File: src/hdl/sipr_pkg.sv
// Package for the indirect data, link interrupt and tag priority register slice.
// Assumes an 8-bit register port with byte offsets, on one clock with synchronous reset.
package sipr_pkg;

  // ==========================================================================
  // Register offsets
  localparam logic [7:0] ADDR_IND_BYTE6 = 8'h72;
  localparam logic [7:0] ADDR_IND_BYTE5 = 8'h73;
  localparam logic [7:0] ADDR_IND_BYTE4 = 8'h74;
  localparam logic [7:0] ADDR_IND_BYTE3 = 8'h75;
  localparam logic [7:0] ADDR_IND_BYTE2 = 8'h76;
  localparam logic [7:0] ADDR_IND_BYTE1 = 8'h77;
  localparam logic [7:0] ADDR_IND_BYTE0 = 8'h78;
  localparam logic [7:0] ADDR_IRQ_STATUS = 8'h7c;
  localparam logic [7:0] ADDR_IRQ_MASK = 8'h7d;
  localparam logic [7:0] ADDR_PRIO_LOW = 8'h80;
  localparam logic [7:0] ADDR_PRIO_HIGH = 8'h81;

  // ==========================================================================
  // Field layout and reset values
  localparam int IND_BYTES = 7;
  localparam int PORT_LO = 1;
  localparam int PORT_HI = 2;
  localparam logic [7:0] IRQ_BITS = 8'h06;
  localparam logic [7:0] IND_RESET = 8'h00;
  localparam logic [7:0] PRIO_LOW_RESET = 8'h50;
  localparam logic [7:0] PRIO_HIGH_RESET = 8'hfa;

  // ==========================================================================
  // Bus and lookup carriers
  typedef struct packed {
    logic wr;
    logic rd;
    logic [7:0] addr;
    logic [7:0] wdata;
  } sipr_req_t;

  typedef struct packed {
    logic [2:0] tag;
  } sipr_lookup_t;

endpackage

File: src/hdl/sipr_regs.sv
// Register slice: indirect data bytes, link change interrupt status and mask,
// and the 802.1p tag to internal priority mapping.
// Assumes requests arrive synchronous to clk; reads answer the cycle after rd.
`timescale 1ns/1ps

// Contract
// - Indirect data byte6 (bits 55-48) and byte5 at 0x73, read/write, reset zero.
// - Byte4 at 0x74 and byte3 at 0x75 hold bits 39-24, reset zero.
// - Bytes at 0x76, 0x77, 0x78 hold bits 23-0, read/write, reset zero.
// - Port 2 link change sets status bit 2; one means pending.
// - Port 1 link change sets status bit 1; one means pending.
// - Writing one clears a status bit; writing zero leaves it unchanged.
// - Mask at 0x7D bits 2 and 1 mask ports; reset zero.
// - Tags 0 and 1 use bits 1-0 and 3-2 at 0x80, reset 0.
// - Tags 2 and 3 use bits 5-4 and 7-6 at 0x80, reset 1.
// - Tag 7 uses bits 7-6 at 0x81, reset 3.
// - Tags 6, 5, 4 use 0x81 bits 5-4, 3-2, 1-0; reset 3, 2, 2.
module sipr_regs
(
  input wire logic clk,
  input wire logic rst,
  input sipr_pkg::sipr_req_t req,
  output logic [7:0] rdata,
  input wire logic [2:1] link_change,
  input sipr_pkg::sipr_lookup_t lookup,
  output logic [1:0] frame_prio,
  output logic [55:0] ind_data,
  output logic irq
);
  import sipr_pkg::*;

  logic [7:0] ind_ff [IND_BYTES];
  logic [7:0] irq_status_ff;
  logic [7:0] irq_mask_ff;
  logic [7:0] prio_low_ff;
  logic [7:0] prio_high_ff;
  logic [7:0] rdata_ff;
  logic [1:0] frame_prio_ff;
  logic [7:0] nxt_irq_status;
  logic [7:0] nxt_rdata;
  logic [15:0] prio_map;
  logic [1:0] prio_for_tag_zero;
  logic [1:0] prio_for_tag_one;
  logic [1:0] prio_for_tag_two;
  logic [1:0] prio_for_tag_three;
  logic [1:0] prio_for_tag_four;
  logic [1:0] prio_for_tag_five;
  logic [1:0] prio_for_tag_six;
  logic [1:0] prio_for_tag_seven;
  logic wr_status;
  logic wr_mask;
  logic wr_low;
  logic wr_high;
  logic [7:0] set_bits;
  logic [7:0] clr_bits;

  // ==========================================================================
  // Address decode.
  assign wr_status = req.wr && (req.addr == ADDR_IRQ_STATUS);
  assign wr_mask = req.wr && (req.addr == ADDR_IRQ_MASK);
  assign wr_low = req.wr && (req.addr == ADDR_PRIO_LOW);
  assign wr_high = req.wr && (req.addr == ADDR_PRIO_HIGH);

  // ==========================================================================
  // Indirect data holding bytes; byte index 0 is bits 7-0 at the highest offset.
  genvar gi;
  generate
    for (gi = 0; gi < IND_BYTES; gi++)
    begin : g_ind
      logic wr_byte;
      assign wr_byte = req.wr && (req.addr == ADDR_IND_BYTE0 - 8'(gi));
      // Plain holding byte, cleared at reset.
      always_ff @(posedge clk)
      begin
        if (rst)
          ind_ff[gi] <= IND_RESET;
        else if (wr_byte)
          ind_ff[gi] <= req.wdata;
      end
      assign ind_data[8*gi +: 8] = ind_ff[gi];
    end
  endgenerate

  // ==========================================================================
  // Status: events set, a written one clears. A set in the clear cycle wins,
  // so a link change that races software is never lost.
  assign set_bits = {5'h00, link_change, 1'b0} & IRQ_BITS;
  assign clr_bits = wr_status ? (req.wdata & IRQ_BITS) : 8'h00;
  assign nxt_irq_status = ((irq_status_ff & ~clr_bits) | set_bits) & IRQ_BITS;

  // Status and mask registers; reserved bits never store.
  always_ff @(posedge clk)
  begin
    if (rst)
    begin
      irq_status_ff <= 8'h00;
      irq_mask_ff <= 8'h00;
    end
    else
    begin
      irq_status_ff <= nxt_irq_status;
      if (wr_mask)
        irq_mask_ff <= req.wdata & IRQ_BITS;
    end
  end

  // Interrupt is combinational so it drops the cycle after the clear.
  assign irq = |(irq_status_ff & ~irq_mask_ff);

  // ==========================================================================
  // Priority map registers.
  always_ff @(posedge clk)
  begin
    if (rst)
    begin
      prio_low_ff <= PRIO_LOW_RESET;
      prio_high_ff <= PRIO_HIGH_RESET;
    end
    else
    begin
      if (wr_low)
        prio_low_ff <= req.wdata;
      if (wr_high)
        prio_high_ff <= req.wdata;
    end
  end

  assign prio_for_tag_zero = prio_low_ff[1:0];
  assign prio_for_tag_one = prio_low_ff[3:2];
  assign prio_for_tag_two = prio_low_ff[5:4];
  assign prio_for_tag_three = prio_low_ff[7:6];
  assign prio_for_tag_four = prio_high_ff[1:0];
  assign prio_for_tag_five = prio_high_ff[3:2];
  assign prio_for_tag_six = prio_high_ff[5:4];
  assign prio_for_tag_seven = prio_high_ff[7:6];
  // The lookup table is built from the named fields, so each field has a real reader.
  assign prio_map = {prio_for_tag_seven, prio_for_tag_six, prio_for_tag_five, prio_for_tag_four,
    prio_for_tag_three, prio_for_tag_two, prio_for_tag_one, prio_for_tag_zero};

  // Lookup result is registered: one cycle from tag to priority.
  always_ff @(posedge clk)
  begin
    if (rst)
      frame_prio_ff <= 2'h0;
    else
      frame_prio_ff <= prio_map[2*lookup.tag +: 2];
  end
  assign frame_prio = frame_prio_ff;

  // ==========================================================================
  // Read mux; unmapped offsets read zero.
  always_comb
  begin
    nxt_rdata = 8'h00;
    unique case (req.addr)
      ADDR_IND_BYTE6: nxt_rdata = ind_ff[6];
      ADDR_IND_BYTE5: nxt_rdata = ind_ff[5];
      ADDR_IND_BYTE4: nxt_rdata = ind_ff[4];
      ADDR_IND_BYTE3: nxt_rdata = ind_ff[3];
      ADDR_IND_BYTE2: nxt_rdata = ind_ff[2];
      ADDR_IND_BYTE1: nxt_rdata = ind_ff[1];
      ADDR_IND_BYTE0: nxt_rdata = ind_ff[0];
      ADDR_IRQ_STATUS: nxt_rdata = irq_status_ff;
      ADDR_IRQ_MASK: nxt_rdata = irq_mask_ff;
      ADDR_PRIO_LOW: nxt_rdata = prio_low_ff;
      ADDR_PRIO_HIGH: nxt_rdata = prio_high_ff;
      default: nxt_rdata = 8'h00;
    endcase
  end

  // Read data is a flop, valid the cycle after rd.
  always_ff @(posedge clk)
  begin
    if (rst)
      rdata_ff <= 8'h00;
    else if (req.rd)
      rdata_ff <= nxt_rdata;
  end
  assign rdata = rdata_ff;

  // ==========================================================================
  // Checks.
  property p_set_wins;
    @(posedge clk) disable iff (rst)
      (link_change[2] && wr_status && req.wdata[2]) |=> irq_status_ff[2];
  endproperty
  a_set_wins: assert property (p_set_wins) else $error("Port 2 event lost on clear.");

  property p_port1_set;
    @(posedge clk) disable iff (rst)
      link_change[1] |=> irq_status_ff[1];
  endproperty
  a_port1_set: assert property (p_port1_set) else $error("Port 1 event not latched.");

  property p_w1c;
    @(posedge clk) disable iff (rst)
      (wr_status && req.wdata[1] && !link_change[1]) |=> !irq_status_ff[1];
  endproperty
  a_w1c: assert property (p_w1c) else $error("Write one did not clear.");

  property p_w0_keeps;
    @(posedge clk) disable iff (rst)
      (wr_status && !req.wdata[2] && irq_status_ff[2]) |=> irq_status_ff[2];
  endproperty
  a_w0_keeps: assert property (p_w0_keeps) else $error("Write zero cleared a bit.");

  property p_mask_wr;
    @(posedge clk) disable iff (rst)
      wr_mask |=> irq_mask_ff == ($past(req.wdata) & IRQ_BITS);
  endproperty
  a_mask_wr: assert property (p_mask_wr) else $error("Mask write wrong.");

  property p_reserved;
    @(posedge clk) disable iff (rst)
      ((irq_status_ff | irq_mask_ff) & ~IRQ_BITS) == 8'h00;
  endproperty
  a_reserved: assert property (p_reserved) else $error("Reserved bit set.");

  property p_irq;
    @(posedge clk) disable iff (rst)
      (irq_status_ff[1] && !irq_mask_ff[1]) || (irq_status_ff[2] && !irq_mask_ff[2])
        ? irq : !irq;
  endproperty
  a_irq: assert property (p_irq) else $error("Interrupt level wrong.");

  property p_tag_seven;
    @(posedge clk) disable iff (rst)
      (lookup.tag == 3'h7 && !wr_high) |=> frame_prio == prio_high_ff[7:6];
  endproperty
  a_tag_seven: assert property (p_tag_seven) else $error("Tag 7 priority wrong.");

  property p_tag_zero;
    @(posedge clk) disable iff (rst)
      (lookup.tag == 3'h0 && !wr_low) |=> frame_prio == prio_low_ff[1:0];
  endproperty
  a_tag_zero: assert property (p_tag_zero) else $error("Tag 0 priority wrong.");

  // Looked at one edge after a reset edge, so the first edge of a run needs no history.
  property p_reset_vals;
    @(posedge clk)
      rst |=> (prio_low_ff == PRIO_LOW_RESET && prio_high_ff == PRIO_HIGH_RESET
        && ind_data == {IND_BYTES{IND_RESET}} && irq_status_ff == 8'h00
        && irq_mask_ff == 8'h00 && rdata == 8'h00 && frame_prio == 2'h0);
  endproperty
  a_reset_vals: assert property (p_reset_vals) else $error("Reset value wrong.");

  // ==========================================================================
  // Further checks: status events, mask hold, holding bytes, map writes and lookups.
  property p_port2_set;
    @(posedge clk) disable iff (rst)
      link_change[2] |=> irq_status_ff[2];
  endproperty
  a_port2_set: assert property (p_port2_set) else $error("Port 2 event not latched.");

  property p_race_port1;
    @(posedge clk) disable iff (rst)
      (link_change[1] && wr_status && req.wdata[1]) |=> irq_status_ff[1];
  endproperty
  a_race_port1: assert property (p_race_port1) else $error("Port 1 lost its event.");

  property p_w1c_port2;
    @(posedge clk) disable iff (rst)
      (wr_status && req.wdata[2] && !link_change[2]) |=> !irq_status_ff[2];
  endproperty
  a_w1c_port2: assert property (p_w1c_port2) else $error("Write one kept port 2.");

  // A status bit may only rise after an event, never from a write or from noise.
  property p_no_spurious;
    @(posedge clk) disable iff (rst)
      (link_change == 2'h0) |=> ((irq_status_ff & ~$past(irq_status_ff)) == 8'h00);
  endproperty
  a_no_spurious: assert property (p_no_spurious)
    else $error("Status rose with no event.");

  property p_mask_hold;
    @(posedge clk) disable iff (rst)
      !wr_mask |=> $stable(irq_mask_ff);
  endproperty
  a_mask_hold: assert property (p_mask_hold) else $error("Mask moved without a write.");

  property p_ind_top;
    @(posedge clk) disable iff (rst)
      (req.wr && req.addr == ADDR_IND_BYTE6) |=> ind_data[55:48] == $past(req.wdata);
  endproperty
  a_ind_top: assert property (p_ind_top) else $error("Byte 6 write lost.");

  property p_ind_mid;
    @(posedge clk) disable iff (rst)
      (req.wr && req.addr == ADDR_IND_BYTE4) |=> ind_data[39:32] == $past(req.wdata);
  endproperty
  a_ind_mid: assert property (p_ind_mid) else $error("Byte 4 write lost.");

  property p_ind_low;
    @(posedge clk) disable iff (rst)
      (req.wr && req.addr == ADDR_IND_BYTE0) |=> ind_data[7:0] == $past(req.wdata);
  endproperty
  a_ind_low: assert property (p_ind_low) else $error("Byte 0 write lost.");

  property p_ind_hold;
    @(posedge clk) disable iff (rst)
      !req.wr |=> $stable(ind_data);
  endproperty
  a_ind_hold: assert property (p_ind_hold)
    else $error("Indirect data moved.");

  property p_prio_low_wr;
    @(posedge clk) disable iff (rst)
      wr_low |=> prio_low_ff == $past(req.wdata);
  endproperty
  a_prio_low_wr: assert property (p_prio_low_wr)
    else $error("Low map write lost.");

  property p_prio_high_wr;
    @(posedge clk) disable iff (rst)
      wr_high |=> prio_high_ff == $past(req.wdata);
  endproperty
  a_prio_high_wr: assert property (p_prio_high_wr)
    else $error("High map write lost.");

  property p_tag_three;
    @(posedge clk) disable iff (rst)
      (lookup.tag == 3'h3 && !wr_low) |=> frame_prio == prio_low_ff[7:6];
  endproperty
  a_tag_three: assert property (p_tag_three) else $error("Tag 3 priority wrong.");

endmodule

File: config.mk
export PLATFORM = sky130hd
export DESIGN_NAME = sipr_regs
export DESIGN_NICKNAME = d
export VERILOG_FILES = /design/src/hdl/sipr_pkg.sv /design/src/hdl/sipr_regs.sv
export SDC_FILE = /design/constraint.sdc
export NUM_CORES = 1
export LEC_CHECK = 0
export ABC_AREA = 1
export BUFFER_PORTS_ARGS = -buffer_cell sky130_fd_sc_hd__buf_2
export CAP_MARGIN = 30
export CORE_ASPECT_RATIO = 0.9
export CORE_MARGIN = 3
export CORE_UTILIZATION = 30
export CTS_BUF_LIST = sky130_fd_sc_hd__clkbuf_4
export CTS_CLUSTER_SIZE = 20
export DETAILED_ROUTE_END_ITERATION = 8
export GPL_TIMING_DRIVEN = 1
export SETUP_SLACK_MARGIN = 0.3
export SKIP_LAST_GASP = 1
export SLEW_MARGIN = 25
export SYNTH_ARGS = -nofsm -noshare
export SYNTH_HDL_FRONTEND = slang
export SYNTH_SLANG_ARGS = --single-unit
File: constraint.sdc
create_clock -name clk -period 2.5 [get_ports clk]
set_clock_uncertainty 0.15 [all_clocks]
set_input_delay 0.5 -clock clk [delete_from_list [all_inputs] [get_ports clk]]
set_output_delay 0.5 -clock clk [all_outputs]
set_load 0.05 [all_outputs]
==> results.py, run 1 <==
metrics = {
    "clock_network": {
        "clk_transition_reported_paths_ps": 130,
        "cts_tree": "done",
        "clk_latency_ps": 450,
        "cts_buffers": 9,
        "clock-root-buffer": "clkbuf_4",
        "clock_path_buffers": 2,
        "cts_setup_buffers": 0,
        "cts.sinks": 86,
        "h-tree-depth": 3,
        "cts_hold_buf": 0,
        "cts_resized": 0,
    },
    "global_routing": {
        "grt_max_degree": 63,
        "grt_pass1_vias": 3478,
        "grt_pass1_wl_um": 19900,
        "gr-total-overflow": 0,
        "antenna_found_initial": 0,
        "gr-usage-all-layers_pct": 17.2,
    },
    "die": {
        "initial_utilization_pct": 30.9,
        "die_w_um": 130,
        "die_h_um": 118,
        "rows": 40,
        "dieArea_mm2": 0.0153,
        "ioPinCount": 92,
        "core_mm2": 0.0135,
    },
    "power": {
        "vdd_drop_max_mv": 0.219,
        "power_switching_w": 0.000851,
        "p_int_w": 0.00205,
        "p_seq_share_pct": 55.2,
        "sw_frac_of_total_pct": 29.3,
        "clkPwrFrac_pct": 29.8,
        "combPwrFrac_pct": 15.0,
        "p_leak_nw": 2.18,
        "powerDensity_mw_per_mm2": 587,
    },
    "timing": {
        "finalSetupTns_ps": 0,
        "maxSlewHeadroom_pct": 60.9,
        "slew_violations": 0,
        "fin_crit_sh_pct": 78.4,
        "hold_viol": 0,
        "final.min_clock_period_ps": 1960,
        "grt_setup_unrepaired": "no",
        "worst_pin_slew_ps": 585,
        "setup_viol": 0,
        "clock.fmax_ghz": 0.510,
    },
    "synthesis": {
        "ys_types": 25,
        "ys_ff_latch": 86,
        "synthCells": 479,
        "synth_area_per_cell_um2": 8.67,
        "yosysSeqAreaShare_pct": 54.9,
        "ys_warn_count": 0,
        "syn-cell-area_mm2": 0.00415,
        "syn_nets": 504,
    },
    "place": {
        "dp_hpwl_um": 9650,
        "place.gp.congestion": 0.824,
        "dpl.cell_count": 729,
        "portBuffers": 91,
    },
    "cells_and_area": {
        "layout-drive-gt1-share_pct": 24.5,
        "layout.cells.non_filler": 744,
        "num_antenna_cells": 0,
        "syn2layout_area_growth_pct": 19.1,
        "fin_nets": 597,
    },
    "outcome": {
        "outcome": "finished clean",
    },
    "worst_setup_path": {
        "rrSetupSlack_ps": 1170,
        "worstSetupStartpointType": "flop",
        "r2r-end": "rdata[3]$_SDFFE_PP0P_",
        "path_class": "reg -> out",
        "arrival_ps": 1310,
        "crit_path_end_kind": "output port",
        "cp_max_fo": 2,
        "cp.required_ps": 1850,
        "r2r_start": "ind_ff[0][11]$_SDFFCE_PN0P_",
        "ff2ff_path_depth": 6,
    },
    "routing": {
        "drt_wl_total_um": 12900,
        "drt_iter0_markers": 504,
        "routedWlPerCell_um": 17.4,
        "drc": 0,
        "first_pass_iters": 5,
        "viasPerCell": 4.99,
        "ant_nets": 0,
        "dr_total_vias": 3712,
    },
    "min_path": {
        "hp-class": "in -> reg",
        "worstHoldStart": "req[6]",
        "min_path_cells": 3,
        "hold_path_end": "prio_low_ff[6]$_SDFFE_PP1P_",
    },
    "job": {
        "cap_violations": 0,
    },
}
[registers in the layout, indices dropped and copies added, names as in the netlist]
name	flops
ind_ff	56
prio_high_ff	8
prio_low_ff	8
rdata	8
frame_prio	2
irq_mask_ff	2
irq_status_ff	2
[Yosys cell counts (all sizes together)]
cell    instances  share of area (%)
a21oi          23                2.8
a31oi           1               0.15
nand3          77                9.3
o21ai          25                3.0
o32ai           1               0.21
edfxtp         56                 40
o211ai          8                1.4
buf            12                1.8
inv            40                3.6
clkinv          5               0.45
nand2          83                8.2
clkbuf          4               0.36
dfxtp          30                 14
a22o            1               0.21
nand4           6                1.7
nor2          105                 12
o31ai           2               0.36
[worst max-delay path: stages (launching register included)]
cell	delay, ps
dfxtp_1	360
inv_1	60
a22o_1	230
buf_2	220
[power groups by stage]
stage	Combinational [W]	Sequential (W)	Clock, W
floorplan	0.000118	0.00181	0
global placement	0.000433	0.00164	0
detailed placement	0.000436	0.00164	0
CTS	0.000437	0.00160	0.000887
global route	0.000459	0.00161	0.000941
finish	0.000435	0.00160	0.000864
[per-layer routing]
metal | GRT usage (%) | up-vias | share of wire, %
met1 | 25.8 | 1716 | 46
met4 | 3.96 | 0 | 1.3
li1 | - | 1799 | -
met3 | 4.26 | 12 | 9.7
met5 | 0 | - | 0
met2 | 25.0 | 185 | 43
[cell families (layout without fill, tap and decap cells)]
family | Yosys count | after routing | share of synthesized area [%]
AOI/OAI and AO/OA | 61 | 61 | 8.16
buffers and inverters | 61 | 158 | 6.20
DFF | 86 | 86 | 54.9
and+or+nand+nor | 271 | 271 | 30.7
[cells in the final DEF, fill, tap and decap left out, types with 2 or more instances in the layout]
master / instances
nand4_2: 5
edfxtp_1: 56
buf_2: 91
a21oi_1: 23
clkbuf_4: 10
nand2_1: 77
nor2_1: 93
buf_4: 6
clkinv_2: 2
o211ai_1: 8
nor2_4: 11
nand2_2: 3
inv_1: 35
dfxtp_1: 30
o21ai_0: 25
inv_2: 5
bufinv_16: 2
nand3_1: 77
o31ai_1: 2
nand2_4: 3
clkinv_1: 5
[worst max-delay path by stage]
stage	from	to	slack [ps]	cells after the start
6_report	irq_mask_ff[1]$_SDFFE_PP0P_	irq	540	3
5_1_grt	irq_mask_ff[1]$_SDFFE_PP0P_	irq	460	3
4_1_cts	irq_mask_ff[1]$_SDFFE_PP0P_	irq	520	3
3_5_place_dp	req[14]	prio_high_ff[0]$_SDFFE_PP0P_	400	8
3_3_place_gp	req[14]	prio_high_ff[0]$_SDFFE_PP0P_	460	8
2_1_floorplan	req[15]	ind_ff[1][16]$_SDFFCE_PN0P_	340	6
[final cells by class]
type | instances | area, µm²
Multi-Input combinational cell | 332 | 1610
Tap cell | 168 | 210
Inverter | 45 | 169
Clock inverter | 5 | 75.1
Fill cell | 1402 | 8520
Timing Repair Buffer | 98 | 520
Sequential cell | 86 | 2280
Clock buffer | 10 | 75.1
[through the flow]
stage	total power, W	cell area (µm²)	util, %	hold slack, ps	worst slack, ps
detailed placement	0.00207	4800	35.6	304	396
global route	0.00301	4950	36.7	126	463
global placement	0.00207	4800	35.6	301	462
floorplan	0.00193	4150	-	294	338
CTS	0.00293	4950	36.7	105	524
finish	0.00290	4950	36.7	130	541
Power figures use the tool's default switching activity.
==> inputs of run 2 (changes only) <==
clock period = 1.7 ns   (was 2.5 ns; I/O delays follow)
==> run 2 against run 1 <==
The run now ends with setup timing left. Sequential power up 48%. Largest power group unchanged. Core utilization up 11 points. Die area unchanged. Critical endpoint unchanged. Critical path type unchanged.
==> results.py, run 2 (synthesis gave the netlist of run 1 again) <==
metrics = {
    "outcome": {
        "outcome": "finished with violations",
        "violations": "setup timing",
    },
    "worst_setup_path": {
        "worstSetupStartpointType": "flop",
        "crit_path_end_kind": "output port",
        "cp_max_fo": 2,
        "path_class": "reg -> out",
        "crit_path_top_delay_cell": "dfxtp_2",
        "rrSetupSlack_ps": 290,
        "arrival_ps": 1240,
        "cp_cell_sequence": "inv_1, a22o_1, buf_6",
        "slowest_delay_ps": 350,
        "cp.required_ps": 1210,
    },
    "power": {
        "p_leak_nw": 2.85,
        "powerDensity_mw_per_mm2": 718,
        "vdd_drop_max_mv": 0.425,
        "clkPwrFrac_pct": 28.7,
        "power_switching_w": 0.00132,
        "combPwrFrac_pct": 19.9,
        "p_int_w": 0.00329,
        "p_seq_share_pct": 51.3,
        "sw_frac_of_total_pct": 28.7,
    },
    "routing": {
        "drt_iter0_markers": 243,
        "viasPerCell": 4.92,
        "ant_nets": 0,
        "dr_total_vias": 4090,
        "first_pass_iters": 5,
        "drt_wl_total_um": 13500,
        "routedWlPerCell_um": 16.2,
        "drc": 0,
    },
    "die": {
        "core_mm2": 0.0135,
        "ioPinCount": 92,
        "die_h_um": 118,
        "dieArea_mm2": 0.0153,
        "rows": 40,
        "initial_utilization_pct": 30.9,
        "die_w_um": 130,
    },
    "cells_and_area": {
        "syn2layout_area_growth_pct": 54.5,
        "fin_nets": 683,
        "final_common_cell": "nor2_1",
        "n_fill_cell": 1242,
        "most-common-layout-cells": "82 x nor2_1, 71 x buf_4, 70 x buf_6",
        "largest_reg_flops": 56,
        "layout-drive-gt1-share_pct": 43.3,
        "design_area_mm2": 0.00642,
        "num_antenna_cells": 0,
        "seqCellArea_mm2": 0.00230,
        "regMostFlops": "ind_ff",
        "multi_input_area_mm2": 0.00185,
    },
    "global_routing": {
        "grt_pass1_wl_um": 20400,
        "antenna_found_initial": 0,
        "gr-total-overflow": 0,
        "gr-usage-all-layers_pct": 17.4,
        "grt_pass1_vias": 3865,
        "grt_max_degree": 26,
    },
    "timing": {
        "clock.fmax_ghz": 0.578,
        "slew_violations": 0,
        "fin_crit_sh_pct": 102,
        "setup_ws_ps": -28.8,
        "grt_setup_unrepaired": "yes",
        "hold_viol": 0,
        "final.min_clock_period_ps": 1730,
        "worst_pin_slew_ps": 461,
        "maxSlewHeadroom_pct": 69.2,
        "setup_viol": 1,
    },
    "min_path": {
        "hp-class": "in -> reg",
    },
    "place": {
        "place.gp.congestion": 0.868,
        "placed_area_mm2": 0.00508,
        "post-place-ws_ps": -138,
        "portBuffers": 91,
        "dp_hpwl_um": 9940,
    },
    "clock_network": {
        "cts_tree": "done",
        "clock-root-buffer": "clkbuf_4",
        "clk_latency_ps": 440,
        "clock_path_buffers": 2,
        "cts_buffers": 9,
        "clk_transition_reported_paths_ps": 130,
        "cts.sinks": 86,
        "h-tree-depth": 3,
    },
    "job": {
        "cap_violations": 0,
    },
}
==> run 2: cell types whose count changed in the layout (fill, tap and decap cells not counted), moves of 15 or more <==
| cell | before | now |
|---|---|---|
| buf_2 | 91 | 24 |
| buf_4 | 6 | 71 |
| buf_6 | 0 | 70 |
| nand2_1 | 77 | 60 |
| nand2_2 | 3 | 18 |
| nand3_1 | 77 | 61 |
| nand3_2 | 0 | 16 |
==> run 2: cell type report <==
cell class	instances	share of cell area, %
clock buffer	12	1.40
clock inverter	4	1.13
inverter	45	2.88
multi-input combinational	332	28.8
sequential	86	35.8
tap	168	3.27
timing repair buffer	184	26.7
==> run 2: routing by layer <==
metal	wire length, µm	GRT usage (%)	vias up
met4	178	3.57	0
met3	944	4.45	15
li1	-	-	1977
met5	0	0	-
met2	6710	28.6	164
met1	5660	23.1	1934
==> run 2: critical path: cells and delay by family (launching register included) <==
family,cells,cell delay [ps]
flip-flops,1,350
buffers and inverters,2,210
AO/OA/AOI/OAI,1,240
==> run 2: what timing repair did <==
action                                 in CTS  in global routing
pin swaps                                   0                 31
setup endpoints to repair                  67                 86
endpoints found under the hold margin       7                  0
hold buffers                                6                  0
buffers inserted                           41                 15
resized for setup                         150                 66
==> run 2: worst paths after layout <==
path	start	endpoint	depth (start not counted)
setup reg to reg	ind_ff[1][16]$_SDFFCE_PN0P_	rdata[0]$_SDFFE_PP0P_	8
hold / removal	req[16]	rdata[2]$_SDFFE_PP0P_	3
hold reg to reg	irq_mask_ff[2]$_SDFFE_PP0P_	irq_mask_ff[2]$_SDFFE_PP0P_	2
setup / recovery	irq_mask_ff[1]$_SDFFE_PP0P_	irq	3
==> run 2: power groups by stage <==
stage / Clock [W] / Combinational, W / Sequential [W]
2_1_floorplan: 0 / 0.000189 / 0.00266
3_3_place_gp: 0 / 0.000684 / 0.00240
3_5_place_dp: 0 / 0.000691 / 0.00240
4_1_cts: 0.00135 / 0.000869 / 0.00237
5_1_grt: 0.00144 / 0.000960 / 0.00237
6_report: 0.00132 / 0.000918 / 0.00237
==> run 2: metrics by stage <==
| stage | std cells | total power (W) | TNS [ps] | utilization [%] | hold slack [ps] |
|---|---|---|---|---|---|
| 6_report | 831 | 0.00461 | -28.8 | 47.7 | 66.5 |
| 3_3_place_gp | 753 | 0.00309 | -4040 | 37.8 | 312 |
| 4_1_cts | 816 | 0.00458 | -83.1 | 45.1 | 26.2 |
| 5_1_grt | 831 | 0.00477 | -103 | 47.7 | 35.6 |
| 3_5_place_dp | 753 | 0.00309 | -5800 | 37.8 | 313 |
| 2_1_floorplan | 479 | 0.00285 | 0 | - | 290 |
